## src/include/hb_pkg.sv

```systemverilog
package hb_pkg;
   localparam int NUM_BRIDGES = 4;
   // Register indices; the byte address is four times the index
   localparam logic [3:0] IDX_BRIDGE_OUT   = 4'h1;
   localparam logic [3:0] IDX_BRIDGE_STAT  = 4'h3;
   localparam logic [3:0] IDX_MUX_CTL      = 4'h8;
   localparam logic [3:0] IDX_SYS_CTL      = 4'h9;
   localparam logic [3:0] IDX_IRQ_FLAG     = 4'ha;
   localparam logic [3:0] IDX_IRQ_MASK     = 4'hb;
   // System control fields
   localparam int SYS_ENABLE_BIT  = 0;
   localparam int SYS_HOTSEL_LO   = 1;
   localparam int SYS_INHIBIT_BIT = 3;
   // Bridge status/control fields
   localparam int STAT_OCF_LO     = 0;
   localparam int STAT_RECIRC_BIT = 4;
   // Interrupt flag fields
   localparam int IRQ_HOT_BIT     = 0;
   localparam int IRQ_LV_BIT      = 1;
   localparam int IRQ_HV_BIT      = 2;
   // Mux control fields
   localparam int MUX_GAIN_BIT    = 4;
   localparam int MUX_SS_LO       = 0;
   // Reset values
   localparam logic [7:0] RST_BYTE = 8'h00;
   // Break-before-make gate discharge time
   localparam int BBM_TIME_NS     = 100;
   localparam int CLK_PERIOD_NS   = 25;
   localparam int BBM_CYCLES      = (BBM_TIME_NS + CLK_PERIOD_NS - 1) / CLK_PERIOD_NS;
   localparam int BBM_CNT_W       = 4;
   // Per-bridge gate state
   typedef enum logic [3:0] {
      GATE_OFF  = 4'b0001,
      GATE_HIGH = 4'b0010,
      GATE_LOW  = 4'b0100,
      GATE_WAIT = 4'b1000
   } gate_state_type;
endpackage

```

## src/bridge_gate.sv

```systemverilog
`timescale 1ns/1ps
// One half-bridge: decode, protection gating and break-before-make
module bridge_gate #(
   parameter int BBM_CYCLES = hb_pkg::BBM_CYCLES
) (
   input  wire logic pclk,
   input  wire logic presetn,
   input  wire logic high_ctl,
   input  wire logic low_ctl,
   input  wire logic enable,
   input  wire logic recirc,
   input  wire logic pwm_sync,
   input  wire logic hs_block,
   input  wire logic ls_block,
   output logic      hs_gate_r,
   output logic      ls_gate_r
);
   initial begin
      if (BBM_CYCLES < 1 || BBM_CYCLES >= (1 << hb_pkg::BBM_CNT_W))
         $error("bridge_gate: BBM_CYCLES out of range");
   end

   logic                        want_hs;
   logic                        want_ls;
   logic [hb_pkg::BBM_CNT_W-1:0] cnt_r;
   hb_pkg::gate_state_type      state_r;
   logic                        target_hs_r;

   // Requested gate levels, before dead time
   always_comb begin
      want_hs = 1'b0;
      want_ls = 1'b0;
      if (enable) begin
         case ({high_ctl, low_ctl})
            2'b01:   want_ls = 1'b1;
            2'b10:   want_hs = 1'b1;
            2'b11: begin
               want_hs = pwm_sync;
               want_ls = recirc & ~pwm_sync;
            end
            default: ;
         endcase
      end
      if (hs_block) want_hs = 1'b0;
      if (ls_block) want_ls = 1'b0;
   end

   // Dead time between sides; turn-off is immediate, turn-on waits
   always_ff @(posedge pclk or negedge presetn) begin
      if (!presetn) begin
         state_r     <= hb_pkg::GATE_OFF;
         cnt_r       <= '0;
         target_hs_r <= 1'b0;
      end else begin
         case (state_r)
            hb_pkg::GATE_OFF: begin
               if (want_hs | want_ls) begin
                  state_r     <= hb_pkg::GATE_WAIT;
                  target_hs_r <= want_hs;
                  cnt_r       <= hb_pkg::BBM_CNT_W'(BBM_CYCLES - 1);
               end
            end
            hb_pkg::GATE_WAIT: begin
               if (want_hs != target_hs_r || !(want_hs | want_ls))
                  state_r <= hb_pkg::GATE_OFF;
               else if (cnt_r == '0)
                  state_r <= target_hs_r ? hb_pkg::GATE_HIGH : hb_pkg::GATE_LOW;
               else
                  cnt_r <= cnt_r - 1'b1;
            end
            hb_pkg::GATE_HIGH: if (!want_hs) state_r <= hb_pkg::GATE_OFF;
            hb_pkg::GATE_LOW:  if (!want_ls) state_r <= hb_pkg::GATE_OFF;
            default: state_r <= hb_pkg::GATE_OFF;
         endcase
      end
   end

   // Registered gates; blocks also cut the gate in the same edge
   always_ff @(posedge pclk or negedge presetn) begin
      if (!presetn) begin
         hs_gate_r <= 1'b0;
         ls_gate_r <= 1'b0;
      end else begin
         hs_gate_r <= (state_r == hb_pkg::GATE_HIGH) & want_hs;
         ls_gate_r <= (state_r == hb_pkg::GATE_LOW) & want_ls;
      end
   end
endmodule // bridge_gate

```

## src/half_bridge_gate_control.sv

```systemverilog
`timescale 1ns/1ps
// Quad half-bridge control with protection, APB register slave
module half_bridge_gate_control #(
   parameter int NUM_BRIDGES = hb_pkg::NUM_BRIDGES,
   parameter int BBM_CYCLES  = hb_pkg::BBM_CYCLES
) (
   input  wire logic                   pclk,
   input  wire logic                   presetn,
   input  wire logic                   psel,
   input  wire logic                   penable,
   input  wire logic                   pwrite,
   input  wire logic [11:0]            paddr,
   input  wire logic [31:0]            pwdata,
   input  wire logic [3:0]             pstrb,
   output logic      [31:0]            prdata,
   output logic                        pready,
   output logic                        pslverr,
   input  wire logic                   pwm_in,
   input  wire logic                   hot_warning,
   input  wire logic                   hot_hard_trip,
   input  wire logic                   undervolt_in,
   input  wire logic                   overvolt_in,
   input  wire logic [NUM_BRIDGES-1:0] hs_overcurrent,
   input  wire logic [NUM_BRIDGES-1:0] ls_overcurrent,
   output logic      [NUM_BRIDGES-1:0] hs_gate,
   output logic      [NUM_BRIDGES-1:0] ls_gate,
   output logic                        hot_irq,
   output logic                        stages_off,
   output logic                        sense_gain_select,
   output logic      [3:0]             mux_source
);
   // Register map is laid out for exactly four bridges
   initial begin
      if (NUM_BRIDGES != hb_pkg::NUM_BRIDGES)
         $error("half_bridge_gate_control: NUM_BRIDGES must be 4");
   end

   // Register state
   logic [7:0]             bridge_output_control_r;
   logic [NUM_BRIDGES-1:0] bridge_overcurrent_flag_r;
   logic                   recirc_select_r;
   logic                   power_stage_enable_r;
   logic [1:0]             hot_shutdown_sel_r;
   logic                   volt_shutdown_inhibit_r;
   logic                   hot_flag_r;
   logic                   undervolt_flag_r;
   logic                   overvolt_flag_r;
   logic                   hot_irq_mask_r;
   logic                   sense_gain_r;
   logic [3:0]             mux_ss_r;

   // Two-flop synchronisers for pins
   logic       pwm_m_r, pwm_s_r;
   logic [3:0] mon_m_r, mon_s_r;
   logic [NUM_BRIDGES-1:0] hoc_m_r, hoc_s_r, loc_m_r, loc_s_r;
   logic       hot_now, trip_now, uv_now, ov_now;

   // Only the second stage is read by logic
   always_ff @(posedge pclk or negedge presetn) begin
      if (!presetn) begin
         pwm_m_r <= 1'b0;
         pwm_s_r <= 1'b0;
         mon_m_r <= 4'h0;
         mon_s_r <= 4'h0;
         hoc_m_r <= '0;
         hoc_s_r <= '0;
         loc_m_r <= '0;
         loc_s_r <= '0;
      end else begin
         pwm_m_r <= pwm_in;
         pwm_s_r <= pwm_m_r;
         mon_m_r <= {overvolt_in, undervolt_in, hot_hard_trip, hot_warning};
         mon_s_r <= mon_m_r;
         hoc_m_r <= hs_overcurrent;
         hoc_s_r <= hoc_m_r;
         loc_m_r <= ls_overcurrent;
         loc_s_r <= loc_m_r;
      end
   end
   // Monitor bits in the order of the capture word
   assign hot_now  = mon_s_r[0];
   assign trip_now = mon_s_r[1];
   assign uv_now   = mon_s_r[2];
   assign ov_now   = mon_s_r[3];

   // APB decode; slave answers with zero wait states
   logic       wr_en;
   logic [3:0] idx;
   logic       idx_ok;
   logic       addr_ok;
   assign idx     = paddr[5:2];
   assign idx_ok  = (idx == hb_pkg::IDX_BRIDGE_OUT) || (idx == hb_pkg::IDX_BRIDGE_STAT) ||
                    (idx == hb_pkg::IDX_MUX_CTL) || (idx == hb_pkg::IDX_SYS_CTL) ||
                    (idx == hb_pkg::IDX_IRQ_FLAG) || (idx == hb_pkg::IDX_IRQ_MASK);
   assign addr_ok = idx_ok && (paddr[11:6] == 6'h00) && (paddr[1:0] == 2'h0);
   // Writes land at the access edge, low byte lane only
   assign wr_en   = psel && penable && pwrite && addr_ok && pstrb[0];

   // Zero wait: pready and pslverr stand only in the access cycle
   always_ff @(posedge pclk or negedge presetn) begin
      if (!presetn) begin
         pready  <= 1'b0;
         pslverr <= 1'b0;
      end else begin
         pready  <= psel && !penable;
         pslverr <= psel && !penable && !addr_ok;
      end
   end

   // Write strobes, one per register
   logic                   wr_out, wr_stat, wr_mux, wr_sys, wr_flag, wr_mask;
   assign wr_out  = wr_en && (idx == hb_pkg::IDX_BRIDGE_OUT);
   assign wr_stat = wr_en && (idx == hb_pkg::IDX_BRIDGE_STAT);
   assign wr_mux  = wr_en && (idx == hb_pkg::IDX_MUX_CTL);
   assign wr_sys  = wr_en && (idx == hb_pkg::IDX_SYS_CTL);
   assign wr_flag = wr_en && (idx == hb_pkg::IDX_IRQ_FLAG);
   assign wr_mask = wr_en && (idx == hb_pkg::IDX_IRQ_MASK);

   // Plain control registers
   // Reserved bits are dropped on write and read back as zero
   always_ff @(posedge pclk or negedge presetn) begin
      if (!presetn) begin
         bridge_output_control_r <= hb_pkg::RST_BYTE;
         recirc_select_r         <= 1'b0;
         power_stage_enable_r    <= 1'b0;
         hot_shutdown_sel_r      <= 2'b00;
         volt_shutdown_inhibit_r <= 1'b0;
         hot_irq_mask_r          <= 1'b0;
         sense_gain_r            <= 1'b0;
         mux_ss_r                <= 4'h0;
      end else begin
         if (wr_out)  bridge_output_control_r <= pwdata[7:0];
         if (wr_stat) recirc_select_r <= pwdata[hb_pkg::STAT_RECIRC_BIT];
         if (wr_sys) begin
            power_stage_enable_r    <= pwdata[hb_pkg::SYS_ENABLE_BIT];
            hot_shutdown_sel_r      <= pwdata[hb_pkg::SYS_HOTSEL_LO +: 2];
            volt_shutdown_inhibit_r <= pwdata[hb_pkg::SYS_INHIBIT_BIT];
         end
         if (wr_mask) hot_irq_mask_r <= pwdata[hb_pkg::IRQ_HOT_BIT];
         if (wr_mux) begin
            sense_gain_r <= pwdata[hb_pkg::MUX_GAIN_BIT];
            mux_ss_r     <= pwdata[hb_pkg::MUX_SS_LO +: 4];
         end
      end
   end

   // Sticky flags: set wins over clear, clear ignored while cause present
   // A clear that meets the fault is lost; software must clear again
   always_ff @(posedge pclk or negedge presetn) begin
      if (!presetn) begin
         hot_flag_r       <= 1'b0;
         undervolt_flag_r <= 1'b0;
         overvolt_flag_r  <= 1'b0;
      end else begin
         if (hot_now)
            hot_flag_r <= 1'b1;
         else if (wr_flag && pwdata[hb_pkg::IRQ_HOT_BIT])
            hot_flag_r <= 1'b0;
         if (uv_now)
            undervolt_flag_r <= 1'b1;
         else if (wr_flag && pwdata[hb_pkg::IRQ_LV_BIT])
            undervolt_flag_r <= 1'b0;
         if (ov_now)
            overvolt_flag_r <= 1'b1;
         else if (wr_flag && pwdata[hb_pkg::IRQ_HV_BIT])
            overvolt_flag_r <= 1'b0;
      end
   end

   // Overcurrent flags per bridge
   always_ff @(posedge pclk or negedge presetn) begin
      if (!presetn) begin
         bridge_overcurrent_flag_r <= '0;
      end else begin
         for (int b = 0; b < NUM_BRIDGES; b++) begin
            if (hoc_s_r[b] | loc_s_r[b])
               bridge_overcurrent_flag_r[b] <= 1'b1;
            else if (wr_stat && pwdata[hb_pkg::STAT_OCF_LO + b])
               bridge_overcurrent_flag_r[b] <= 1'b0;
         end
      end
   end

   // Shutdown conditions
   // Hot shutdown cuts high sides only; trip and supply faults cut both
   logic hot_off, trip_off, volt_off, all_off;
   assign hot_off  = hot_flag_r && (hot_shutdown_sel_r != 2'b00);
   assign trip_off = trip_now && (hot_shutdown_sel_r == 2'b00);
   assign volt_off = (undervolt_flag_r | overvolt_flag_r) && !volt_shutdown_inhibit_r;
   assign all_off  = trip_off | volt_off;

   // Overcurrent blocks only the side that tripped; flag holds it off
   // Side latch drops one cycle after its flag is cleared
   logic [NUM_BRIDGES-1:0] hs_oc_r, ls_oc_r;
   always_ff @(posedge pclk or negedge presetn) begin
      if (!presetn) begin
         hs_oc_r <= '0;
         ls_oc_r <= '0;
      end else begin
         for (int b = 0; b < NUM_BRIDGES; b++) begin
            if (hoc_s_r[b]) hs_oc_r[b] <= 1'b1;
            else if (!bridge_overcurrent_flag_r[b]) hs_oc_r[b] <= 1'b0;
            if (loc_s_r[b]) ls_oc_r[b] <= 1'b1;
            else if (!bridge_overcurrent_flag_r[b]) ls_oc_r[b] <= 1'b0;
         end
      end
   end

   // One gate driver per bridge
   // Raw synchronised comparator also blocks, saving a cycle of stress
   genvar g;
   generate
      for (g = 0; g < NUM_BRIDGES; g++) begin : gen_bridge
         bridge_gate #(
            .BBM_CYCLES (BBM_CYCLES)
         ) u_gate (
            .pclk      (pclk),
            .presetn   (presetn),
            .high_ctl  (bridge_output_control_r[2*g+1]),
            .low_ctl   (bridge_output_control_r[2*g]),
            .enable    (power_stage_enable_r),
            .recirc    (recirc_select_r),
            .pwm_sync  (pwm_s_r),
            .hs_block  (all_off | hot_off | hs_oc_r[g] | hoc_s_r[g]),
            .ls_block  (all_off | ls_oc_r[g] | loc_s_r[g]),
            .hs_gate_r (hs_gate[g]),
            .ls_gate_r (ls_gate[g])
         );
      end
   endgenerate

   // Registered status outputs
   // stages_off resets high because every gate is off in reset
   always_ff @(posedge pclk or negedge presetn) begin
      if (!presetn) begin
         hot_irq           <= 1'b0;
         stages_off        <= 1'b1;
         sense_gain_select <= 1'b0;
         mux_source        <= 4'h0;
      end else begin
         hot_irq           <= hot_flag_r & hot_irq_mask_r;
         stages_off        <= all_off | hot_off | !power_stage_enable_r;
         sense_gain_select <= sense_gain_r;
         mux_source        <= mux_ss_r;
      end
   end

   // Read data, registered in setup phase
   // Unmapped or misaligned reads return zero
   logic [31:0] rd_nxt;
   always_comb begin
      rd_nxt = 32'h0000_0000;
      case (idx)
         hb_pkg::IDX_BRIDGE_OUT:  rd_nxt[7:0] = bridge_output_control_r;
         hb_pkg::IDX_BRIDGE_STAT: begin
            rd_nxt[hb_pkg::STAT_OCF_LO +: 4] = bridge_overcurrent_flag_r;
            rd_nxt[hb_pkg::STAT_RECIRC_BIT]  = recirc_select_r;
         end
         hb_pkg::IDX_MUX_CTL: begin
            rd_nxt[hb_pkg::MUX_GAIN_BIT]    = sense_gain_r;
            rd_nxt[hb_pkg::MUX_SS_LO +: 4]  = mux_ss_r;
         end
         hb_pkg::IDX_SYS_CTL: begin
            rd_nxt[hb_pkg::SYS_ENABLE_BIT]     = power_stage_enable_r;
            rd_nxt[hb_pkg::SYS_HOTSEL_LO +: 2] = hot_shutdown_sel_r;
            rd_nxt[hb_pkg::SYS_INHIBIT_BIT]    = volt_shutdown_inhibit_r;
         end
         hb_pkg::IDX_IRQ_FLAG: begin
            rd_nxt[hb_pkg::IRQ_HOT_BIT] = hot_flag_r;
            rd_nxt[hb_pkg::IRQ_LV_BIT]  = undervolt_flag_r;
            rd_nxt[hb_pkg::IRQ_HV_BIT]  = overvolt_flag_r;
         end
         hb_pkg::IDX_IRQ_MASK: rd_nxt[hb_pkg::IRQ_HOT_BIT] = hot_irq_mask_r;
         default: rd_nxt = 32'h0000_0000;
      endcase
      if (!addr_ok) rd_nxt = 32'h0000_0000;
   end

   always_ff @(posedge pclk or negedge presetn) begin
      if (!presetn)
         prdata <= 32'h0000_0000;
      else if (psel && !penable && !pwrite)
         prdata <= rd_nxt;
   end
endmodule // half_bridge_gate_control

```

## config.mk

```make
export PLATFORM = sky130hd
export DESIGN_NAME = half_bridge_gate_control
export DESIGN_NICKNAME = d
export VERILOG_FILES = /design/src/include/hb_pkg.sv /design/src/bridge_gate.sv /design/src/half_bridge_gate_control.sv
export SDC_FILE = /design/constraint.sdc
export NUM_CORES = 1
export LEC_CHECK = 0
export ABC_AREA = 0
export BUFFER_PORTS_ARGS = -buffer_cell sky130_fd_sc_hd__clkbuf_2
export CAP_MARGIN = 20
export CORE_MARGIN = 2
export CORE_UTILIZATION = 55
export DETAILED_ROUTE_END_ITERATION = 10
export PLACE_DENSITY = 0.8
export SYNTH_ARGS = -nofsm -noshare
export SYNTH_HDL_FRONTEND = slang
export SYNTH_SLANG_ARGS = --single-unit
```

## constraint.sdc

```tcl
create_clock -name pclk -period 4.15 [get_ports pclk]
set_input_delay 0.415 -clock pclk [delete_from_list [all_inputs] [get_ports pclk]]
set_output_delay 0.415 -clock pclk [all_outputs]
set_load 0.02 [all_outputs]
```

Word-level counts from Yosys, hierarchy flattened --
Cells that the tools add are included.
Cells by class: mux-type cells 100, equality and inequality tests 70, bitwise operators 39, add/subtract/negate cells 4, reduce and logical (&&, ||, !) cells 74
Operator list (number):
- two-way mux 4 bit | 32
- case mux 4 bit (4 select lines) | 4
- two-way mux 1 bit | 42
- equality test 4 bit (second input constant) | 8
- != test 2 bit (second input constant) | 16
- case mux 4 bit (2 select lines) | 4
- AND reduction 4 bit | 8
- bitwise OR 1 bit | 28
- logical AND 1 bit | 25
- != test 2 x 1 -> 1 bit (second input constant) | 12
- nonzero test 2 bit | 12
- equality test 4 x 1 -> 1 bit (second input constant) | 5
- equality test 4 x 2 -> 1 bit (second input constant) | 5
- equality test 2 bit (second input constant) | 8
- equality test 4 x 3 -> 1 bit (second input constant) | 4
- zero test 4 bit | 4
- case mux 1 bit (2 select lines) | 8
- subtractor 4 x 1 -> 4 bit (second input constant) | 4
- two-way mux 3 bit | 5
- != test 3 x 1 -> 1 bit (second input constant) | 4
- AND 1 bit | 10
- case mux 2 bit (5 select lines) | 1
- zero test 1 bit | 9
- logical OR 1 bit | 9
- other kinds (10) | 20
Storage, ports and cells: word-level logic and storage cells 345, bits of input ports 66, bits in registers 145

Logic depth before layout (Yosys ltp) --
depth after elaboration 14, mapped depth 11, depth with buffers taken out 11

Cells and area by module --
From an unflattened synthesis, not the netlist that was laid out.
Second synthesis, totals: cells, all modules 461, area total of the unflattened synthesis 5494.0 µm²
By module, submodules not included:
- half_bridge_gate_control | seq. area each 1928.1 µm², times used 1, cells each 229, area an instance 3045.4 µm²
- bridge_gate (gen_bridge[0].u_gate ...) | seq. area each 276.5 µm², times used 3, cells each 57, area an instance 613.1 µm²
- bridge_gate (gen_bridge[1].u_gate) | seq. area each 276.5 µm², times used 1, cells each 61, area an instance 609.3 µm²

Worst setup path before layout --
No wires, ideal clock.
kind register to register, from register undervolt_flag_r, to register gen_bridge[3].u_gate.cnt_r[0] in the netlist's numbering, stages on the path, launching flop included 11, slack 1262 ps, data arrival time 2763 ps, data required time 4025 ps, clock period less this slack 2888 ps, cells stage by stage dfrtp_1 -> o21bai_1 -> o311a_1 -> nand2_1 -> or4_1 -> inv_1 -> ha_1 -> nor3b_1 -> o21ai_0 -> nor3_1 -> mux2_2
On the way: cells in the longest elaborated chain, start to end 12
Ends and longest elaborated chain:
- start, declared | RTL line half_bridge_gate_control.sv:46 | logic undervolt_flag_r;
- start signal, assigned | RTL line half_bridge_gate_control.sv:152 | undervolt_flag_r <= 1'b0;
- start signal, assigned | RTL line half_bridge_gate_control.sv:160 | undervolt_flag_r <= 1'b1;
- start signal, assigned | RTL line half_bridge_gate_control.sv:162 | undervolt_flag_r <= 1'b0;
- bitwise OR 1 bit (*) | RTL line half_bridge_gate_control.sv:189 | assign volt_off = (undervolt_flag_r | overvolt_flag_r) && !volt_shutdown_inhibit_r;
- logical AND 1 bit (*) | RTL line half_bridge_gate_control.sv:189
- bitwise OR 1 bit (*) | RTL line half_bridge_gate_control.sv:190 | assign all_off = trip_off | volt_off;
- bitwise OR 1 bit (*) (3 in series) | RTL line half_bridge_gate_control.sv:224 | .hs_block (all_off | hot_off | hs_oc_r[g] | hoc_s_r[g]),
- two-way mux 1 bit (*) | RTL line bridge_gate.sv:44 | if (hs_block) want_hs = 1'b0;
- named net gen_bridge[3].u_gate.want_hs | RTL line bridge_gate.sv:23 | logic want_hs;
- bitwise OR 1 bit | RTL line bridge_gate.sv:57, bridge_gate.sv:64
- zero test 1 bit | RTL line bridge_gate.sv:64 | if (want_hs != target_hs_r || !(want_hs | want_ls))
- logical OR 1 bit | RTL line bridge_gate.sv:64
- != test 2 bit (no source line)
- AND reduction 4 bit (no source line) (*)
- end signal, assigned | RTL line bridge_gate.sv:60 | cnt_r <= hb_pkg::BBM_CNT_W'(BBM_CYCLES - 1);
- end signal, assigned | RTL line bridge_gate.sv:69 | cnt_r <= cnt_r - 1'b1;
- end, declared | RTL line bridge_gate.sv:25 | logic [hb_pkg::BBM_CNT_W-1:0] cnt_r;
Mark *: on every way through the listed nets, which the timed path passes. The rest lies on a longest branch. A chain may end at the register's enable or synchronous reset.

Final worst setup path --
from register hot_shutdown_sel_r[0], to register gen_bridge[3].u_gate.cnt_r[1] in the netlist's numbering
On the way: cells in the longest elaborated chain, start to end 12
Ends and longest elaborated chain:
- start, declared | RTL line half_bridge_gate_control.sv:43 | logic [1:0] hot_shutdown_sel_r;
- start signal, assigned | RTL line half_bridge_gate_control.sv:136 | hot_shutdown_sel_r <= pwdata[hb_pkg::SYS_HOTSEL_LO +: 2];
- zero test 2 bit | RTL line half_bridge_gate_control.sv:188 | assign trip_off = trip_now && (hot_shutdown_sel_r == 2'b00);
- logical AND 1 bit | RTL line half_bridge_gate_control.sv:188
- bitwise OR 1 bit | RTL line half_bridge_gate_control.sv:190
- bitwise OR 1 bit (*) (3 in series) | RTL line half_bridge_gate_control.sv:224
- two-way mux 1 bit (*) | RTL line bridge_gate.sv:44
- named net gen_bridge[3].u_gate.want_hs | RTL line bridge_gate.sv:23
- bitwise OR 1 bit | RTL line bridge_gate.sv:57, bridge_gate.sv:64
- zero test 1 bit | RTL line bridge_gate.sv:64
- logical OR 1 bit | RTL line bridge_gate.sv:64
- != test 2 bit (no source line)
- AND reduction 4 bit (no source line) (*)
Marks and branches as above.

==> flow_metrics.tcl <==
set metrics [dict create \
    status "completed" \
    tightest_slew_ns 0.861 \
    startpoint_type "flop" \
    required_ns 4.54 \
    utilization_pct 67.2 \
    cts_resized 0 \
    syn-instance-count 488 \
    min_period_ns 3.55 \
    cts_buffer_depth 2 \
    finalHoldViolCount 0 \
    die_x_um 104 \
    rsz0062_at_grt "false" \
    drtAntennaViolNets 0 \
    layout-drive-gt1-share_pct 24.7 \
    grt_pass1_wl_mm 19.8 \
    synth.distinct_cells 58 \
    grt_use_total_pct 23.0 \
    die-height_um 104 \
    post-route-worst-setup-slack_ns 0.603 \
    diodes 0 \
    num_rows 36 \
    leakagePower_nw 2.99 \
    wirelength_mm 11.7 \
    async_flop_share_pct 100 \
    drt_first_pass_iters 5 \
    r2r_start "hot_shutdown_sel_r[0]$_DFFE_PN0P_" \
    drc 0 \
    vias 4132 \
    post-route-period-util_pct 85.5 \
    cts_made_buffers 17 \
    grt_pass1_vias 4066 \
    root_buffer "clkbuf_8" \
    endpoint_kind "flop" \
    preCtsSetupSlack_ns 0.708 \
    powerDensity_mw_per_mm2 412 \
    cts_tree "yes" \
    synth_area_mm2 0.00555 \
    cp_max_fo 5 \
    coreArea_mm2 0.00977 \
    fmax_mhz 282 \
    dieArea_mm2 0.0109 \
    clk_latency_ns 0.51 \
    min_path_type "in2async" \
    clock_skew_ns 0.00802 \
    reg2reg_depth 9 \
    dp_hpwl_mm 7.96 \
    start_util_pct 56.7 \
    synth_edf_count 0 \
    portBuffers 63 \
    wl_per_cell_um 16.3 \
    antenna_found_initial 0 \
    htree_num_levels 4 \
    ys_ff_latch 121 \
    tns_ns 0 \
    boundaryPins 115 \
    layout.nets 648 \
    cts.sinks 121 \
    synthToLayoutAreaGrowth_pct 18.4 \
    grt_max_degree 69 \
    slew_headroom_pct 41.1 \
    synth-main-ff-cell "dfrtp_1" \
    maxSlewViolCount 0 \
    layout_common_cells "dfrtp_1 (116), clkbuf_2 (62), nand2_1 (43)" \
    first_iter_violations 374 \
    avgSynthCellArea_um2 11.4 \
    synth_seq_area_share_pct 54.7 \
    maxCapViolations 0 \
    ys_warn_count 0 \
    ir_worst_vdd_v 0.000237 \
    gp_congestion 0.940 \
    overflow 0 \
    crit_arrival_ns 3.94 \
    final_common_cell "dfrtp_1" \
    crit_type "reg2reg" \
    clk_pin_slew_ns 0.06 \
    setup_viol 0 \
    viasPerCell 5.77 \
    startpoint "hot_shutdown_sel_r[0]$_DFFE_PN0P_" \
]
synthesized netlist by cell type (4+ instances only):
cell / count / area share [%]
dfrtp_1: 116 / 52
nand2_1: 43 / 2.9
buf_4: 32 / 4.3
o21ai_0: 27 / 2.4
mux2_2: 25 / 5.1
nor2_1: 23 / 1.6
inv_1: 19 / 1.3
ha_1: 12 / 2.7
nor2b_1: 12 / 1.4
a21o_1: 11 / 1.5
nand2b_1: 10 / 1.1
nor3_1: 10 / 0.90
nor3b_1: 9 / 1.2
a21oi_1: 8 / 0.72
and2_1: 8 / 0.90
nand3_1: 8 / 0.72
o41ai_1: 6 / 0.95
a31oi_1: 5 / 0.56
clkbuf_1: 5 / 0.34
dfstp_2: 5 / 2.4
nand4_1: 5 / 0.56
nor4_1: 5 / 0.56
nor4b_1: 5 / 0.79
or4_1: 5 / 0.68
a211o_1: 4 / 0.63
nand3b_1: 4 / 0.54
o21a_1: 4 / 0.54
o21bai_1: 4 / 0.54
o22ai_1: 4 / 0.45
kinds of logic (layout without fill, tap and decap cells):
group | Yosys count | count (layout) | share of synthesized area [%]
AND/OR/NAND/NOR | 169 | 169 | 17.7
flip-flops | 121 | 121 | 54.7
AO/OA/AOI/OAI | 100 | 100 | 13.0
buffers and inverters | 57 | 129 | 6.16
multiplexers | 28 | 28 | 5.62
adder cells (fa/ha/maj) | 12 | 12 | 2.71
other | 1 | 24 | 0.0676
worst paths after layout:
kind	end	slack [ns]
worst max-delay path	gen_bridge[3].u_gate.cnt_r[1]$_DFFE_PN0P_	0.60
worst min-delay path	gen_bridge[1].u_gate.cnt_r[1]$_DFFE_PN0P_	0.009
worst max register to register	gen_bridge[3].u_gate.cnt_r[1]$_DFFE_PN0P_	0.60
worst min register to register	mon_s_r[3]$_DFF_PN0_	0.35
max in group asynchronous	gen_bridge[2].u_gate.state_r[0]$_DFFE_PN1P_	3.21
min in group pclk	mon_m_r[1]$_DFF_PN0_	0.02
worst max-delay path, cell delays in order (launching register included):
cell     delay [ns]
dfrtp_1        0.41
o21ai_0        0.50
nand2_1        0.32
or4_1          0.55
inv_1          0.11
ha_1           0.25
nor3b_1        0.25
o21ai_0        0.18
nor3_1         0.48
mux2_2         0.39
power breakdown:
group          switching [W]  internal, W
Combinational      0.0000704    0.0000308
Clock               0.000507     0.000898
Sequential        0.00000851      0.00119
Total               0.000585      0.00212
metal layers:
layer | vias to the layer above | GRT usage [%] | share of wire [%]
li1 | 1878 | - | -
met1 | 2043 | 30.7 | 44
met2 | 188 | 35.3 | 47
met3 | 23 | 6.52 | 6.8
met4 | 0 | 9.56 | 2.3
met5 | - | 0 | 0
layout make-up:
type                            instances  area, µm²
Inverter                               19       71.3
Tap cell                              133        166
Clock inverter                         11        123
Multi-Input combinational cell        333       2260
Timing Repair Buffer                   78        458
Fill cell                             704       3210
Sequential cell                       121       3030
Clock buffer                           21        459
registers in the layout (all words and copies together) (netlist names), 2 cells and up:
register	count
prdata	8
bridge_output_control_r	8
loc_s_r	4
hs_oc_r	4
gen_bridge.u_gate.hs_gate_r	4
mux_ss_r	4
ls_oc_r	4
hoc_s_r	4
hoc_m_r	4
gen_bridge.u_gate.ls_gate_r	4
mux_source	4
gen_bridge.u_gate.cnt_r	16
gen_bridge.u_gate.state_r	16
loc_m_r	4
mon_m_r	4
gen_bridge.u_gate.target_hs_r	4
mon_s_r	4
bridge_overcurrent_flag_r	4
hot_shutdown_sel_r	2
timing repair:
| item | in CTS | in global routing |
|---|---|---|
| hold buffers | 6 | 5 |
| setup buffers | 0 | 0 |
| hold endpoints to repair | 6 | 5 |
per-stage QoR:
| step | instance area, µm² | hold slack (ns) | total power [W] | cells |
|---|---|---|---|---|
| finish | 6570 | 0.00883 | 0.00271 | 716 |
| CTS | 6520 | 0.000237 | 0.00272 | 711 |
| floorplan | 5630 | 0.119 | 0.00128 | 511 |
| global route | 6570 | 0.000271 | 0.00280 | 716 |
| detailed placement | 5880 | 0.335 | 0.00132 | 673 |
| global placement | 5880 | 0.334 | 0.00131 | 673 |
(Power assumes the default switching activity.)
